--- config.mk ---
export PLATFORM = sky130hd
export DESIGN_NAME = bridge_secondary_window_regs
export DESIGN_NICKNAME = d
export VERILOG_FILES = /design/src/bridge_window_pkg.sv /design/src/window_match_if.sv /design/src/window_decode.sv /design/src/bridge_secondary_window_regs.sv
export VERILOG_INCLUDE_DIRS = /design/src
export SDC_FILE = /design/constraint.sdc
export NUM_CORES = 1
export LEC_CHECK = 0
export BUFFER_PORTS_ARGS = -buffer_cell sky130_fd_sc_hd__clkbuf_2
export CAP_MARGIN = 40
export CORE_ASPECT_RATIO = 0.7
export CORE_MARGIN = 1
export CORE_UTILIZATION = 52
export DETAILED_ROUTE_END_ITERATION = 8
export PLACE_DENSITY = 0.82
export SYNTH_ARGS = -nofsm -noshare
export SYNTH_HDL_FRONTEND = slang
export SYNTH_HIERARCHICAL = 1
export SYNTH_SLANG_ARGS = --single-unit
--- constraint.sdc ---
create_clock -name pclk -period 2.23 [get_ports pclk]
set_input_delay 0.1115 -clock pclk [delete_from_list [all_inputs] [get_ports pclk]]
set_output_delay 0.1115 -clock pclk [all_outputs]
set_load 0.005 [all_outputs]
--- src/bridge_window_params.svh ---
/*
 * Constants for the downstream window register bank: register offsets,
 * field positions, fixed field values and reset values.
 * Assumes it is included by bare name wherever these names are needed.
 */
`ifndef BRIDGE_WINDOW_PARAMS_SVH
`define BRIDGE_WINDOW_PARAMS_SVH

// Register byte offsets on the APB.
`define OFS_BUS_LAT        12'h018
`define OFS_IO_STS         12'h01c
`define OFS_MEM_WIN        12'h020
`define OFS_IO_UPPER       12'h030
`define OFS_EVT_CTRL       12'h03c

// Field positions at offset 0x18.
`define LAT_TIMER_FLD      31:24
`define LAT_TIMER_VAL      8'h00

// Field positions at offset 0x1C.
`define IO_BASE_IND_FLD    3:0
`define IO_BASE_FLD        7:4
`define IO_LIM_IND_FLD     11:8
`define IO_LIM_FLD         15:12
`define IO_IND_VAL         4'h1
`define IO_FLD_RST         4'h0
`define STS_FLD            31:16
`define STS_PARITY_BIT     24
`define STS_SIG_ABORT_BIT  27
`define STS_RX_ABORT_BIT   28
`define STS_RX_UR_BIT      29
`define STS_SYS_ERR_BIT    30
`define STS_POISON_BIT     31
`define STS_W1C_MASK       6'h31
`define STS_RST            6'h00

// Field positions at offset 0x20.
`define MEM_BASE_FLD       15:4
`define MEM_LIM_FLD        31:20
`define MEM_FLD_RST        12'h000

// Field positions at offset 0x30.
`define IO_UP_BASE_FLD     15:0
`define IO_UP_LIM_FLD      31:16
`define IO_UP_RST          16'h0000

// Field positions at offset 0x3C.
`define CTRL_PERR_EN_BIT   0
`define CTRL_SYS_ERR_EN_BIT 1

// Implied low address bits of the windows.
`define IO_LOW_ZERO        12'h000
`define IO_LOW_ONES        12'hfff
`define MEM_LOW_ZERO       20'h0_0000
`define MEM_LOW_ONES       20'hf_ffff

`define WORD_ZERO          32'h0000_0000

`endif

--- src/bridge_window_pkg.sv ---
/*
 * Types shared by the window register bank and its window decoder.
 * Assumes nothing of its surroundings.
 */
`default_nettype none

package bridge_window_pkg;

    typedef logic [31:0] word_t;
    typedef logic [11:0] apb_addr_t;
    typedef logic [3:0]  byte_en_t;

    // Register selected by an APB address.
    typedef enum logic [2:0] {
        SEL_NONE    = 3'b000,
        SEL_BUS_LAT = 3'b001,
        SEL_IO_STS  = 3'b010,
        SEL_MEM_WIN = 3'b011,
        SEL_IO_UP   = 3'b100,
        SEL_CTRL    = 3'b101
    } reg_sel_t;

    // Index of each sticky downstream event within the status vector.
    typedef enum logic [2:0] {
        EVT_PARITY    = 3'b000,
        EVT_SIG_ABORT = 3'b001,
        EVT_RX_ABORT  = 3'b010,
        EVT_RX_UR     = 3'b011,
        EVT_SYS_ERR   = 3'b100,
        EVT_POISON    = 3'b101
    } evt_idx_t;

endpackage : bridge_window_pkg

`default_nettype wire

--- src/window_match_if.sv ---
/*
 * Carries the decoded window bounds and one address query from the
 * register bank to the window decoder, and the hit answer back.
 * Assumes both ends sit on the same clock; the answer is combinational.
 */
`timescale 1ns/1ps
`default_nettype none

interface window_match_if;
    import bridge_window_pkg::*;

    word_t io_lo;
    word_t io_hi;
    word_t mem_lo;
    word_t mem_hi;
    word_t addr;
    logic  is_io;
    logic  hit;

    modport bank
    (
        output io_lo,
        output io_hi,
        output mem_lo,
        output mem_hi,
        output addr,
        output is_io,
        input  hit
    );

    modport decoder
    (
        input  io_lo,
        input  io_hi,
        input  mem_lo,
        input  mem_hi,
        input  addr,
        input  is_io,
        output hit
    );
endinterface : window_match_if

`default_nettype wire

--- src/window_decode.sv ---
/*
 * Compares a transaction address with the I/O or the memory window and
 * reports whether it falls inside, both bounds inclusive.
 * Assumes the bounds arrive already widened with their implied low bits.
 */
`timescale 1ns/1ps
`default_nettype none

module window_decode
(
    window_match_if.decoder win
);
    import bridge_window_pkg::*;

    logic io_in;
    logic mem_in;

    // An empty window (base above limit) never matches.
    always_comb
    begin
        io_in   = (win.addr >= win.io_lo) && (win.addr <= win.io_hi);
        mem_in  = (win.addr >= win.mem_lo) && (win.addr <= win.mem_hi);
        win.hit = win.is_io ? io_in : mem_in;
    end

endmodule : window_decode

`default_nettype wire

--- src/bridge_secondary_window_regs.sv ---
/*
 * Downstream window register bank of a bridge configuration header,
 * reached over APB, with sticky downstream event status and a one-cycle
 * forwarding decision for I/O and memory transactions.
 * Assumes event inputs are one-cycle pulses from logic on pclk.
 */
// The implementer's own choice: the APB slave port.

// Behaviour
// - Latency timer byte reads zero, ignores writes.
// - Both I/O low nibbles read fixed one.
// - I/O base bits 15:12 writable, low zero.
// - I/O limit bits 15:12 writable, low ones.
// - I/O upper address halves from separate register.
// - I/O window decides I/O forwarding.
// - Parity status sets only when response enabled.
// - Completer abort sent sets status bit 27.
// - Received completer abort sets status bit 28.
// - Received unsupported request sets bit 29.
// - Error message with reporting enabled sets 30.
// - Poisoned packet received sets status bit 31.
// - Inapplicable and reserved status bits read zero.
// - Memory base bits 31:20 writable, low zero.
// - Memory window decides memory forwarding.
// - Memory limit bits 31:20 writable, low ones.
// - I/O upper base halfword writable at 0x30.
`timescale 1ns/1ps
`default_nettype none
`include "bridge_window_params.svh"

module bridge_secondary_window_regs
(
    input  wire logic                         pclk,
    input  wire logic                         presetn,
    input  wire logic                         psel,
    input  wire logic                         penable,
    input  wire logic                         pwrite,
    input  wire bridge_window_pkg::apb_addr_t paddr,
    input  wire bridge_window_pkg::word_t     pwdata,
    input  wire bridge_window_pkg::byte_en_t  pstrb,
    output var  bridge_window_pkg::word_t     prdata,
    output var  logic                         pready,
    output var  logic                         pslverr,
    input  wire logic                         parity_err_evt,
    input  wire logic                         cpl_abort_sent_evt,
    input  wire logic                         rx_cpl_abort_evt,
    input  wire logic                         rx_cpl_ur_evt,
    input  wire logic                         err_msg_sent_evt,
    input  wire logic                         poisoned_rx_evt,
    input  wire logic                         fwd_req,
    input  wire bridge_window_pkg::word_t     fwd_addr,
    input  wire logic                         fwd_is_io,
    output var  logic                         fwd_valid,
    output var  logic                         fwd_hit
);
    import bridge_window_pkg::*;

    // Maps an APB address onto the register it selects.
    function automatic reg_sel_t addr_decode(input apb_addr_t a);
        reg_sel_t s;
        unique case (a)
            `OFS_BUS_LAT:  s = SEL_BUS_LAT;
            `OFS_IO_STS:   s = SEL_IO_STS;
            `OFS_MEM_WIN:  s = SEL_MEM_WIN;
            `OFS_IO_UPPER: s = SEL_IO_UP;
            `OFS_EVT_CTRL: s = SEL_CTRL;
            default:       s = SEL_NONE;
        endcase
        return s;
    endfunction : addr_decode

    // Replaces the bits of old that the byte mask selects.
    function automatic word_t merge(input word_t old, input word_t wd, input word_t m);
        return (old & ~m) | (wd & m);
    endfunction : merge

    logic [3:0]  io_base_r;
    logic [3:0]  io_base_nxt;
    logic [3:0]  io_lim_r;
    logic [3:0]  io_lim_nxt;
    logic [11:0] mem_base_r;
    logic [11:0] mem_base_nxt;
    logic [11:0] mem_lim_r;
    logic [11:0] mem_lim_nxt;
    logic [15:0] io_up_base_r;
    logic [15:0] io_up_base_nxt;
    logic [15:0] io_up_lim_r;
    logic [15:0] io_up_lim_nxt;
    logic        perr_resp_en_r;
    logic        perr_resp_en_nxt;
    logic        system_error_report_enable_r;
    logic        system_error_report_enable_nxt;
    logic [5:0]  status_r;
    logic [5:0]  status_nxt;
    logic [5:0]  evt_set;
    logic [5:0]  evt_clr;
    word_t       prdata_r;
    word_t       prdata_nxt;
    logic        pready_r;
    logic        pready_nxt;
    logic        pslverr_r;
    logic        pslverr_nxt;
    logic        fwd_valid_r;
    logic        fwd_valid_nxt;
    logic        fwd_hit_r;
    logic        fwd_hit_nxt;

    reg_sel_t    sel;
    logic        wr_take;
    word_t       wmask;
    word_t       img_io;
    word_t       img_mem;
    word_t       img_up;
    word_t       img_ctrl;
    word_t       new_io;
    word_t       new_mem;
    word_t       new_up;
    word_t       new_ctrl;
    word_t       rd_word;

    window_match_if win ();

    window_decode u_decode
    (
        .win (win.decoder)
    );

    // Current storage as register words, with fixed and reserved bits zero.
    always_comb
    begin
        img_io   = `WORD_ZERO;
        img_mem  = `WORD_ZERO;
        img_up   = `WORD_ZERO;
        img_ctrl = `WORD_ZERO;
        img_io[`IO_BASE_FLD]             = io_base_r;
        img_io[`IO_LIM_FLD]              = io_lim_r;
        img_mem[`MEM_BASE_FLD]           = mem_base_r;
        img_mem[`MEM_LIM_FLD]            = mem_lim_r;
        img_up[`IO_UP_BASE_FLD]          = io_up_base_r;
        img_up[`IO_UP_LIM_FLD]           = io_up_lim_r;
        img_ctrl[`CTRL_PERR_EN_BIT]      = perr_resp_en_r;
        img_ctrl[`CTRL_SYS_ERR_EN_BIT]   = system_error_report_enable_r;
    end

    // Read data as seen by software, including fixed fields and status.
    always_comb
    begin
        sel     = addr_decode(paddr);
        rd_word = `WORD_ZERO;
        unique case (sel)
            SEL_BUS_LAT:
            begin
                rd_word[`LAT_TIMER_FLD] = `LAT_TIMER_VAL;
            end
            SEL_IO_STS:
            begin
                rd_word = img_io;
                rd_word[`IO_BASE_IND_FLD]   = `IO_IND_VAL;
                rd_word[`IO_LIM_IND_FLD]    = `IO_IND_VAL;
                rd_word[`STS_PARITY_BIT]    = status_r[EVT_PARITY];
                rd_word[`STS_SIG_ABORT_BIT] = status_r[EVT_SIG_ABORT];
                rd_word[`STS_RX_ABORT_BIT]  = status_r[EVT_RX_ABORT];
                rd_word[`STS_RX_UR_BIT]     = status_r[EVT_RX_UR];
                rd_word[`STS_SYS_ERR_BIT]   = status_r[EVT_SYS_ERR];
                rd_word[`STS_POISON_BIT]    = status_r[EVT_POISON];
            end
            SEL_MEM_WIN: rd_word = img_mem;
            SEL_IO_UP:   rd_word = img_up;
            SEL_CTRL:    rd_word = img_ctrl;
            SEL_NONE:    rd_word = `WORD_ZERO;
        endcase
    end

    // APB answer: registered one cycle after setup, so every access has
    // exactly one access-phase cycle.
    always_comb
    begin
        pready_nxt  = psel && !penable;
        pslverr_nxt = psel && !penable && (sel == SEL_NONE);
        prdata_nxt  = (psel && !penable && !pwrite) ? rd_word : `WORD_ZERO;
    end

    always_ff @(posedge pclk or negedge presetn)
    begin
        if (!presetn)
        begin
            pready_r  <= 1'b0;
            pslverr_r <= 1'b0;
            prdata_r  <= `WORD_ZERO;
        end
        else
        begin
            pready_r  <= pready_nxt;
            pslverr_r <= pslverr_nxt;
            prdata_r  <= prdata_nxt;
        end
    end

    // Writes land at the completing edge of the access phase, byte by byte.
    always_comb
    begin
        wr_take  = psel && penable && pready_r && pwrite;
        wmask    = {{8{pstrb[3]}}, {8{pstrb[2]}}, {8{pstrb[1]}}, {8{pstrb[0]}}};
        new_io   = merge(img_io, pwdata, wmask);
        new_mem  = merge(img_mem, pwdata, wmask);
        new_up   = merge(img_up, pwdata, wmask);
        new_ctrl = merge(img_ctrl, pwdata, wmask);
        io_base_nxt    = io_base_r;
        io_lim_nxt     = io_lim_r;
        mem_base_nxt   = mem_base_r;
        mem_lim_nxt    = mem_lim_r;
        io_up_base_nxt = io_up_base_r;
        io_up_lim_nxt  = io_up_lim_r;
        perr_resp_en_nxt               = perr_resp_en_r;
        system_error_report_enable_nxt = system_error_report_enable_r;
        if (wr_take && sel == SEL_IO_STS)
        begin
            io_base_nxt = new_io[`IO_BASE_FLD];
            io_lim_nxt  = new_io[`IO_LIM_FLD];
        end
        if (wr_take && sel == SEL_MEM_WIN)
        begin
            mem_base_nxt = new_mem[`MEM_BASE_FLD];
            mem_lim_nxt  = new_mem[`MEM_LIM_FLD];
        end
        if (wr_take && sel == SEL_IO_UP)
        begin
            io_up_base_nxt = new_up[`IO_UP_BASE_FLD];
            io_up_lim_nxt  = new_up[`IO_UP_LIM_FLD];
        end
        if (wr_take && sel == SEL_CTRL)
        begin
            perr_resp_en_nxt               = new_ctrl[`CTRL_PERR_EN_BIT];
            system_error_report_enable_nxt = new_ctrl[`CTRL_SYS_ERR_EN_BIT];
        end
    end

    always_ff @(posedge pclk or negedge presetn)
    begin
        if (!presetn)
        begin
            io_base_r    <= `IO_FLD_RST;
            io_lim_r     <= `IO_FLD_RST;
            mem_base_r   <= `MEM_FLD_RST;
            mem_lim_r    <= `MEM_FLD_RST;
            io_up_base_r <= `IO_UP_RST;
            io_up_lim_r  <= `IO_UP_RST;
            perr_resp_en_r               <= 1'b0;
            system_error_report_enable_r <= 1'b0;
        end
        else
        begin
            io_base_r    <= io_base_nxt;
            io_lim_r     <= io_lim_nxt;
            mem_base_r   <= mem_base_nxt;
            mem_lim_r    <= mem_lim_nxt;
            io_up_base_r <= io_up_base_nxt;
            io_up_lim_r  <= io_up_lim_nxt;
            perr_resp_en_r               <= perr_resp_en_nxt;
            system_error_report_enable_r <= system_error_report_enable_nxt;
        end
    end

    // Event sources and software clears for the sticky status bits.
    always_comb
    begin
        evt_set[EVT_PARITY]    = parity_err_evt && perr_resp_en_r;
        evt_set[EVT_SIG_ABORT] = cpl_abort_sent_evt;
        evt_set[EVT_RX_ABORT]  = rx_cpl_abort_evt;
        evt_set[EVT_RX_UR]     = rx_cpl_ur_evt;
        evt_set[EVT_SYS_ERR]   = err_msg_sent_evt && system_error_report_enable_r;
        evt_set[EVT_POISON]    = poisoned_rx_evt;
        evt_clr = {pwdata[`STS_POISON_BIT], pwdata[`STS_SYS_ERR_BIT],
                   pwdata[`STS_RX_UR_BIT], pwdata[`STS_RX_ABORT_BIT],
                   pwdata[`STS_SIG_ABORT_BIT], pwdata[`STS_PARITY_BIT]}
                  & `STS_W1C_MASK
                  & {6{wr_take && (sel == SEL_IO_STS) && pstrb[3]}};
    end

    // Each status bit: a new event wins over a clear in the same cycle.
    genvar gi;
    generate
        for (gi = 0; gi < 6; gi++)
        begin : g_status
            assign status_nxt[gi] = evt_set[gi] || (status_r[gi] && !evt_clr[gi]);
        end
    endgenerate

    always_ff @(posedge pclk or negedge presetn)
    begin
        if (!presetn)
        begin
            status_r <= `STS_RST;
        end
        else
        begin
            status_r <= status_nxt;
        end
    end

    // Window bounds widened with their implied low bits for the decoder.
    always_comb
    begin
        win.io_lo  = {io_up_base_r, io_base_r, `IO_LOW_ZERO};
        win.io_hi  = {io_up_lim_r, io_lim_r, `IO_LOW_ONES};
        win.mem_lo = {mem_base_r, `MEM_LOW_ZERO};
        win.mem_hi = {mem_lim_r, `MEM_LOW_ONES};
        win.addr   = fwd_addr;
        win.is_io  = fwd_is_io;
        fwd_valid_nxt = fwd_req;
        fwd_hit_nxt   = fwd_req && win.hit;
    end

    always_ff @(posedge pclk or negedge presetn)
    begin
        if (!presetn)
        begin
            fwd_valid_r <= 1'b0;
            fwd_hit_r   <= 1'b0;
        end
        else
        begin
            fwd_valid_r <= fwd_valid_nxt;
            fwd_hit_r   <= fwd_hit_nxt;
        end
    end

    // Outputs come straight from flip-flops.
    assign prdata    = prdata_r;
    assign pready    = pready_r;
    assign pslverr   = pslverr_r;
    assign fwd_valid = fwd_valid_r;
    assign fwd_hit   = fwd_hit_r;

endmodule : bridge_secondary_window_regs

`default_nettype wire

==> qor.yml, run 1 <==
clock_tree:
  cts_root_buf: "clkbuf_16"
  cts_tree: "built"
  clock_sinks: 108
  max-clock-path-buffers: 2
  cts_buffers: 9
  path_clk_slew_ns: 0.07
  clk-insertion-delay-late_ns: 0.35
  htreeDepth: 3
die:
  io-pin-count: 129
  core.rowCount: 36
  initial_core_util_pct: 54.3
  core_area_um2: 14100
  die_y_um: 104
  die_x_um: 147
  die_area_um2: 15300
worst_setup_path:
  endpoint: "fwd_hit"
  reg2reg_slack_ns: -0.22
  required_ns: 2.47
  start_kind: "flip-flop"
  path_class: "flip-flop to flip-flop"
  endpoint_kind: "flip-flop"
  reg2reg_to: "fwd_hit"
  reg2reg_depth: 9
  cp_max_fo: 2
  worstPathArrival_ns: 2.69
placed_design:
  dp_cells: 1175
  port_buffers: 128
  gp_congestion: 0.912
  place.detailed.hpwl_mm: 15.6
pwr:
  leakage_nw: 4.97
  power_w: 0.00421
  powerDensity_nw_per_um2: 437
  ir_drop_mv: 0.367
grt:
  globalRouteMet3Util_pct: 5.73
  grt_max_degree: 40
  gr-total-overflow: 0
  antenna_found_initial: 0
  grt_busiest_layer: "met2"
  grt_pass1_wl_mm: 34.1
  grtUsageTotal_pct: 28.7
  met1_usage_pct: 39.9
  grtUsageMet2_pct: 44.7
  grt_pass1_vias: 6575
synthesis:
  synth_flop_cell: "dfrtp_1"
  syn_inst: 774
  syn_area_um2: 7680
  yosysWarnings: 6
  synth_async_sr_flop_share_pct: 100
  syn_area_per_cell_um2: 9.93
  ys_seq_elements: 108
  seq_area_frac_synth_pct: 35.2
  ys_types: 57
  synth-edff-count: 0
sta:
  slew_viol_final: 0
  period_minus_slack_ns: 2.45
  min_period_over_period_pct: 110
  worst_pin_slew_ns: 0.570
  setup_violations: 1
  rsz0062_at_grt: "yes"
  fin_skew_ns: 0.00419
  fmax_mhz: 408
  hold_viol_final: 0
  slew_headroom_pct: 62.0
  layout_setup_ws_ns: -0.224
layout:
  nNetsFinal: 1242
  area.growth.synth_to_final_pct: 25.3
  n_antenna_cell: 0
  drive_gt1_share_pct: 29.3
  fill_cells: 1078
  finalNonFillerCells: 1216
  post-route-util_pct: 68.0
outcome:
  status: "finished, violations left"
  violations: "setup timing"
drt:
  drc: 0
  viasPerCell: 5.52
  first_pass_iters: 6
  vias: 6708
  ant_nets: 0
  drt_iter0_markers: 504
  routed_wl_mm: 21.3
  routedWlPerCell_um: 17.5
run:
  maxCapViolCount: 0
worst_hold_path:
  min_from: "err_msg_sent_evt"
  hold_path_class: "input port to flip-flop"
cell usage after synthesis (all sizes together) (2+ instances only):
library cell,instances,share of area [%]
a22oi,16,1.6
o211ai,2,0.20
nand4,29,2.4
inv,130,6.4
clkbuf,6,0.29
buf,10,0.65
nor4,5,0.99
nor3b,2,0.26
a221oi,2,0.23
a21oi,55,3.7
conb,2,0.098
nor2,35,1.7
and3,8,0.67
and4,7,0.83
a22o,2,0.23
a221o,3,0.39
o21a,3,0.29
or3,4,0.41
nor3,6,0.39
nand3b,2,0.20
nand3,16,1.0
a31oi,2,0.16
a21o,6,0.59
dfrtp,108,35
mux2i,9,1.2
nand2,32,1.6
or4,3,0.29
o31ai,2,0.20
or2,4,0.33
a2111oi,4,0.46
ha,128,21
nor2b,6,0.49
and2,7,0.57
mux2,81,12
a311oi,2,0.23
o21ai,17,1.1
and3b,2,0.24
nand2b,7,0.57
o211a,2,0.26
stage by stage:
step / TNS (ns) / cell area (um2) / hold WS [ns] / setup WS (ns)
6_report: -0.224 / 9620 / 0.0107 / -0.224
3_3_place_gp: -0.0758 / 9030 / 0.120 / -0.0758
2_1_floorplan: 0 / 7920 / -0.184 / 0.0584
5_1_grt: -0.380 / 9620 / 0.0117 / -0.380
3_5_place_dp: -0.149 / 9030 / 0.125 / -0.149
4_1_cts: -0.0999 / 9560 / 0.000792 / -0.0999
placed cells by master, fill, tap and decap left out, types with 7 or more instances in the layout:
cell type / instances
inv_1: 127
clkbuf_2: 127
ha_1: 121
dfrtp_1: 108
mux2_2: 81
conb_1: 64
a21oi_1: 53
buf_4: 46
nor2_1: 35
nand2_1: 31
nand4_1: 28
a22oi_1: 16
nand3_1: 16
dlygate4sd3_1: 15
o21ai_0: 12
mux2i_1: 9
clkbuf_16: 9
nand2b_1: 7
and2_1: 7
and3_1: 7
ha_4: 7
routing by layer:
layer  up-vias  part of all wire, %
met5         -                    0
met4         0                  2.5
met3        45                  7.5
met2       303                   45
met1      3186                   45
li1       3174                    -
cells by family (layout without fill, tap and decap cells):
family | Yosys count | count (layout) | synth area share (%)
simple gates | 177 | 177 | 13.3
buf+inv | 146 | 336 | 7.30
fa+ha+maj | 128 | 128 | 20.8
compound gates | 123 | 123 | 10.3
flops | 108 | 108 | 35.2
mux | 90 | 90 | 13.0
other cells | 2 | 64 | 0.0978
repair_timing:
action                                  4_1_cts  5_1_grt
hold buffers                                 15        0
resized for setup                             7        8
buffers inserted                              6        4
endpoints found under the hold margin        51        0
pin swaps                                    11        7
endpoints found under the setup margin        1        1
critical path: stages, from the launching register on:
cell and delay (ns):
dfrtp_1 0.36, inv_1 0.06, ha_1 0.31, nand4_1 0.14, or4_4 0.57, or3b_1 0.38, a31oi_1 0.20, nor4b_1 0.09
o211a_1 0.11, and2_1 0.13
report_power, final:
group          switching (W)  leakage [nW]  internal (W)
Clock               0.000715         0.130      0.000793
Sequential        0.00000247          1.48       0.00196
Combinational       0.000420          3.36      0.000314
Total                0.00114          4.97       0.00307
cell type report:
type | instances | area [um2] | area share, %
multi-input combinational | 582 | 4750 | 49.4
clock buffer | 13 | 250 | 2.60
clock inverter | 3 | 21.3 | 0.221
sequential | 108 | 2700 | 28.1
inverter | 130 | 488 | 5.07
timing repair buffer | 190 | 1170 | 12.2
tap | 190 | 238 | 2.47
worst min path at each step:
| stage | end | cells after the start | slack [ns] |
|---|---|---|---|
| CTS | flip-flop | 2 | 0.0008 |
| detailed placement | prdata[15] | 1 | 0.12 |
| global placement | prdata[15] | 1 | 0.12 |
| finish | status_r[4] | 2 | 0.01 |
| global route | flip-flop | 2 | 0.01 |
| floorplan | asynchronous set/reset pin | 0 | -0.18 |
No activity file was read; power rests on OpenSTA's default activity.
==> run 2, diff against run 1 <==
- ABC_AREA: unset -> 1
- CORE_UTILIZATION: 52 -> 53
- CTS_CLUSTER_SIZE: unset -> 8
==> qor.yml, run 2 <==
placed_design:
  gp_congestion: 0.865  # was 0.912
  place.detailed.hpwl_mm: 16.0  # was 15.6 mm
  dp_cells: 1489  # was 1175
  port_buffers: 128  # unchanged
synthesis:
  synth_most_common_cell: "nand2_1"  # was inv_1
  yosysWarnings: 6  # unchanged
  synth_async_sr_flop_share_pct: 100  # unchanged
  synth_largest_type_area_fraction_pct: 33.3  # was 35.2%
  syn_area_per_cell_um2: 7.31  # was 9.93 um2
  synth_area_leaders: "dfrtp_1 (33%), ha_1 (20%), nand2_1 (13%), inv_1 (11%), a21oi_1 (4.6%)"  # was dfrtp_1 (35%), ha_1 (21%), mux2_2 (12%), inv_1 (6.4%), a21oi_1 (3.5%)
  ys_top_cells_by_count: "nand2_1 (290), inv_1 (233), ha_1 (128)"  # was inv_1 (130), ha_1 (128), dfrtp_1 (108)
  synth_top_cell_by_area: "dfrtp_1"  # unchanged
  ys_types: 35  # was 57
  synth-edff-count: 0  # unchanged
  seq_area_frac_synth_pct: 33.3  # was 35.2%
  synth_flop_cell: "dfrtp_1"  # unchanged
  syn_inst: 1109  # was 774
  syn_area_um2: 8110  # was 7680 um2
  ys_seq_elements: 108  # unchanged
sta:
  totalNegativeSetupSlack_ns: 0  # was -0.224 ns
  min_period_over_period_pct: 83.9  # was 110%
  slew_viol_final: 0  # unchanged
  rsz0062_at_grt: "no"  # was yes
  hold_ws_ns: -0.000266  # was 0.0107 ns
  hold_viol_final: 1  # was 0
  worst_pin_slew_ns: 0.720  # was 0.570 ns
  fin_skew_ns: 0.00582  # was 0.00419 ns
  period_minus_slack_ns: 1.87  # was 2.45 ns
  slew_headroom_pct: 51.9  # was 62.0%
  setup_violations: 0  # was 1
  fmax_mhz: 534  # was 408 MHz
grt:
  grt_pass1_wl_mm: 33.1  # was 34.1 mm
  grtUsageTotal_pct: 26.8  # was 28.7%
  grt_max_degree: 59  # was 40
  gr-total-overflow: 0  # unchanged
  antenna_found_initial: 0  # unchanged
  grt_pass1_vias: 6913  # was 6575
layout:
  final_common_cell: "nand2_1"
  layout_common_cells: "nand2_1 (290), inv_1 (233), ha_1 (128)"  # was inv_1 (127), clkbuf_2 (127), ha_1 (121)
  n_antenna_cell: 0  # unchanged
  fill_cells: 1284  # was 1078
  drive_gt1_share_pct: 14.8  # was 29.3%
  nNetsFinal: 1538  # was 1242
  area.growth.synth_to_final_pct: 19.0  # was 25.3%
  finalNonFillerCells: 1517  # was 1216
clock_tree:
  cts_tree: "built"  # unchanged
  path_clk_slew_ns: 0.07  # about the same
  htreeDepth: 3  # unchanged
  max-clock-path-buffers: 2  # unchanged
  post_cts_resized: 0  # was 7
  clk-insertion-delay-late_ns: 0.35  # about the same
  cts_root_buf: "clkbuf_16"  # unchanged
  cts_buffers: 9  # unchanged
  clock_sinks: 108  # unchanged
die:
  io-pin-count: 129  # unchanged
  core_area_um2: 14800  # was 14100 um2
  die_x_um: 150  # was 147 um
  die_area_um2: 15800  # was 15300 um2
  die_y_um: 105  # was 104 um
  core.rowCount: 37  # was 36
  initial_core_util_pct: 54.7  # was 54.3%
drt:
  ant_nets: 0  # unchanged
  viasPerCell: 4.89  # was 5.52
  vias: 7419  # was 6708
  routedWlPerCell_um: 13.1  # was 17.5 um
  drt_iter0_markers: 551  # was 504
  first_pass_iters: 8  # was 6
  drc: 0  # unchanged
  routed_wl_mm: 19.9  # was 21.3 mm
worst_setup_path:
  cpMostUsedCell: "nand2_1"
  cp_cell_sequence: "inv_1 > ha_1 > nand2_1 > nor2_2 > nand4_1 > nor3_2 > nand2_1 > nand2_1 > nand2_1 > nand2_1 > nand2_1 > nand2_1 > inv_1"  # was inv_1 > ha_1 > nand4_1 > or4_4 > or3b_1 > a31oi_1 > nor4b_1 > o211a_1 > and2_1
  worstPathArrival_ns: 2.13  # was 2.69 ns
  required_ns: 2.49  # was 2.47 ns
  start_kind: "flip-flop"  # unchanged
  path_class: "flip-flop to flip-flop"  # unchanged
  endpoint_kind: "flip-flop"  # unchanged
  slowest_stage: "dfrtp_1"  # was or4_4
  cp_max_fo: 3  # was 2
  critPathMaxStageDelay_ns: 0.41  # was 0.57 ns
run:
  maxCapViolCount: 0  # unchanged
pwr:
  leakage_nw: 5.35  # was 4.97 nW
  powerDensity_nw_per_um2: 435  # was 437 nW/um2
  power_w: 0.00420  # was 0.00421 W
  ir_drop_mv: 0.302  # was 0.367 mV
outcome:
  status: "finished, violations left"  # unchanged
  violations: "hold timing"  # was setup timing
worst_hold_path:
  hold_path_class: "input port to flip-flop"  # unchanged
==> run 2: cell count changes after synthesis, moves of 11 or more <==
cell     previous run  this run
a21oi_1            54        75
nand2_1            31       290
o21ai_0            13        67
a22oi_1            16         0
mux2_2             81         0
nor2_1             35        69
inv_2               0        11
inv_1             130       233
==> run 2: worst max-delay path, delay by kind of cell (launching register included) <==
kind | cells | cell delay [ns]
fa+ha+maj | 1 | 0.28
buf+inv | 2 | 0.12
flops | 1 | 0.41
simple gates | 10 | 0.96
==> run 2: final timing paths <==
check,slack (ns),depth (start not counted),startpoint,end
max,0.36,13,flip-flop,fwd_hit
min,-0.0003,3,pwdata[16],flip-flop
max reg2reg,0.36,13,flip-flop,fwd_hit
min reg2reg,0.48,1,status_r[1],status_r[1]
max in group asynchronous,1.33,3,presetn,asynchronous set/reset pin
min in group asynchronous,0.25,2,presetn,asynchronous set/reset pin
==> run 2: area by class of cell <==
class / instances / area [um2] / share of cell area, %
Sequential cell: 108 / 2700 / 28.0
Tap cell: 195 / 244 / 2.53
Clock buffer: 9 / 225 / 2.33
Multi-Input combinational cell: 797 / 4620 / 47.9
Timing Repair Buffer: 152 / 866 / 8.97
Clock inverter: 7 / 56.3 / 0.584
Inverter: 249 / 935 / 9.69
==> run 2: kinds of logic after synthesis <==
logic type                 synth area share (%)
other                                    0.0926
buffers and inverters                      12.6
DFF                                        33.3
and+or+nand+nor                            23.6
AOI/OAI and AO/OA                          10.6
adders and majority gates                  19.8
==> run 2: timing repair <==
| action | CTS | global route |
|---|---|---|
| hold buffers | 12 | 0 |
| hold endpoints to repair | 41 | 0 |
| setup buffers | 0 | 0 |
==> run 2: layer usage <==
metal	wire length (um)	share of wire, %	track usage (%)	vias to the layer above
met4	261	1.3	5.19	0
met3	1410	7.1	4.85	25
met5	0	0	0	-
li1	-	-	-	3831
met1	9850	49	39.8	3272
met2	8420	42	40.7	291
==> run 2: through the flow <==
| stage | utilization [%] | hold WS [ns] | setup slack [ns] | instance area, um2 |
|---|---|---|---|---|
| after global placement | 62.4 | 0.0866 | 0.324 | 9250 |
| after CTS | 65.1 | 0.00651 | 0.381 | 9650 |
| after floorplan | - | -0.184 | 0.713 | 8340 |
| after global routing | 65.1 | 0.0131 | 0.196 | 9650 |
| final | 65.1 | -0.000266 | 0.358 | 9650 |
| after detailed placement | 62.4 | 0.0780 | 0.220 | 9250 |
==> run 2: power by group <==
part / leakage, nW / internal [W] / switching [W]
combinational: 3.73 / 0.000285 / 0.000412
sequential: 1.48 / 0.00196 / 0.00000210
clock: 0.137 / 0.000775 / 0.000766
==> run 3, diff against run 2 <==
- clock period: 2.23 -> 1.55 ns (I/O delays scaled with it)
==> qor.yml, run 3 (synthesis results as in run 2) <==
outcome:
  status: "finished, violations left"  # unchanged
  violations: "hold timing, setup timing"  # was hold timing
worst_hold_path:
  whs_endpoint: "fwd_valid"
  holdPathStages: 1  # was 3
  hold_path_class: "input port to flip-flop"  # unchanged
  min_from: "fwd_req"  # was pwdata[16]
drt:
  drc: 0  # unchanged
  routedWlPerCell_um: 14.6  # was 13.1 um
  vias: 8233  # was 7419
  first_pass_iters: 7  # was 8
  viasPerCell: 5.13  # was 4.89
  ant_nets: 0  # unchanged
  drt_iter0_markers: 758  # was 551
  routed_wl_mm: 23.4  # was 19.9 mm
worst_setup_path:
  endpoint_kind: "flip-flop"  # unchanged
  path_class: "flip-flop to flip-flop"  # unchanged
  reg2reg_to: "fwd_hit"  # unchanged
  reg2reg_slack_ns: -0.23  # was 0.36 ns
  reg2reg_depth: 13  # unchanged
  cp_max_fo: 2  # was 3
  start_kind: "flip-flop"  # unchanged
  worstPathArrival_ns: 2.08  # was 2.13 ns
  required_ns: 1.85  # was 2.49 ns
clock_tree:
  cts_tree: "built"  # unchanged
  hold_buffers: 23  # was 12
  htreeDepth: 3  # unchanged
  clock_sinks: 108  # unchanged
  path_clk_slew_ns: 0.07  # about the same
  clk-insertion-delay-late_ns: 0.36  # was 0.35 ns
  cts_root_buf: "clkbuf_16"  # unchanged
  cts_buffers: 9  # unchanged
  max-clock-path-buffers: 2  # unchanged
die:
  die_x_um: 150  # unchanged
  core.rowCount: 37  # unchanged
  die_y_um: 105  # unchanged
  die_area_um2: 15800  # unchanged
  core_area_um2: 14800  # unchanged
  initial_core_util_pct: 54.7  # unchanged
  io-pin-count: 129  # unchanged
layout:
  area.growth.synth_to_final_pct: 29.9  # was 19.0%
  drive_gt1_share_pct: 20.9  # was 14.8%
  fill_cells: 1128  # was 1284
  regArea_um2: 2700  # unchanged
  n_antenna_cell: 0  # unchanged
  final_common_cell: "nand2_1"  # unchanged
  nNetsFinal: 1626  # was 1538
  layout_common_cells: "nand2_1 (284), inv_1 (229), clkbuf_2 (127)"  # was nand2_1 (290), inv_1 (233), ha_1 (128)
  multi_input_area_um2: 4760  # was 4620 um2
placed_design:
  gp_congestion: 0.887  # was 0.865
  port_buffers: 128  # unchanged
  place.detailed.hpwl_mm: 17.2  # was 16.0 mm
sta:
  slew_viol_final: 0  # unchanged
  rsz0062_at_grt: "yes"  # was no
  hold_viol_final: 3  # was 1
  setup_violations: 1  # was 0
  layout_setup_ws_ns: -0.230  # was 0.358 ns
  hold_ws_ns: -0.137  # was -0.000266 ns
  fmax_mhz: 562  # was 534 MHz
  min_period_over_period_pct: 115  # was 83.9%
  period_minus_slack_ns: 1.78  # was 1.87 ns
  fin_skew_ns: 0.0125  # was 0.00582 ns
grt:
  grt_max_degree: 43  # was 59
  grt_pass1_vias: 7838  # was 6913
  grtUsageTotal_pct: 29.6  # was 26.8%
  grt_pass1_wl_mm: 36.6  # was 33.1 mm
  antenna_found_initial: 1  # was 0
  gr-total-overflow: 0  # unchanged
pwr:
  power_w: 0.00619  # was 0.00420 W
  ir_drop_mv: 0.532  # was 0.302 mV
  powerDensity_nw_per_um2: 588  # was 435 nW/um2
  leakage_nw: 5.84  # was 5.35 nW
run:
  maxCapViolCount: 0  # unchanged
[run 3: cell count changes in the layout (fill, tap and decap cells not counted), moves of 2 or more]
| cell | previous run | this run |
|---|---|---|
| inv_1 | 233 | 229 |
| ha_1 | 128 | 120 |
| ha_4 | 0 | 8 |
| dlygate4sd3_1 | 12 | 23 |
| buf_12 | 1 | 6 |
| nand2_1 | 290 | 284 |
| buf_4 | 12 | 84 |
| nand2_2 | 7 | 12 |
| inv_2 | 11 | 15 |
| nor2_1 | 69 | 67 |
[run 3: per-layer routing]
metal / wire [um] / share of wire (%) / up-vias / GRT usage [%]
met5: 17 / 0.073 / - / 0
met4: 701 / 3.0 / 2 / 7.72
met2: 10500 / 45 / 444 / 48.1
li1: - / - / 4006 / -
met3: 2100 / 9.0 / 89 / 6.32
met1: 10100 / 43 / 3692 / 39.8
[run 3: stage by stage]
step / TNS, ns / std cells / worst slack [ns] / cell area, um2 / utilization (%)
6_report: -0.230 / 1605 / -0.230 / 10500 / 71.1
5_1_grt: -0.365 / 1605 / -0.365 / 10500 / 71.1
4_1_cts: -0.171 / 1601 / -0.171 / 10400 / 70.2
3_5_place_dp: -0.153 / 1560 / -0.153 / 9840 / 66.4
3_3_place_gp: -0.128 / 1560 / -0.128 / 9840 / 66.4
2_1_floorplan: 0 / 1171 / 0.0332 / 8340 / -
[run 3: where the power goes]
| part | total (W) | switching (W) | leakage, nW | internal (W) |
|---|---|---|---|---|
| Clock | 0.00226 | 0.00114 | 0.142 | 0.00112 |
| Combinational | 0.00111 | 0.000650 | 4.22 | 0.000460 |
| Sequential | 0.00282 | 0.00000294 | 1.48 | 0.00282 |
[run 3: cell type report]
| cell class | count | share of cell area [%] |
|---|---|---|
| clock buffer | 9 | 2.14 |
| clock inverter | 7 | 0.534 |
| inverter | 249 | 8.87 |
| multi-input combinational | 797 | 45.2 |
| sequential | 108 | 25.6 |
| tap | 195 | 2.32 |
| timing repair buffer | 240 | 15.3 |
[run 3: worst max path at each step]
stage | cells after the start | endpoint | slack (ns)
after detailed placement | 13 | fwd_hit | -0.15
after global routing | 12 | fwd_hit | -0.37
after global placement | 13 | fwd_hit | -0.13
after floorplan | 13 | fwd_hit | 0.03
after CTS | 13 | fwd_hit | -0.17
final | 13 | fwd_hit | -0.23
[run 3: critical path, stage by stage (launching register included)]
cell and delay [ns]:
dfrtp_1 0.39, inv_1 0.08, ha_1 0.32, a21oi_1 0.17, nor2_1 0.07, nor3_2 0.12
nand2_1 0.11, a21oi_1 0.14, nand2_1 0.07, nand2_1 0.06, nand2_1 0.05, nand2_1 0.06
nand2_1 0.04, inv_1 0.04
[run 3: what timing repair did]
action / 4_1_cts / 5_1_grt
setup endpoints to repair: 1 / 1
pin swaps: 6 / 7
hold endpoints to repair: 57 / 2
buffers inserted: 2 / 4
resized for setup: 4 / 20
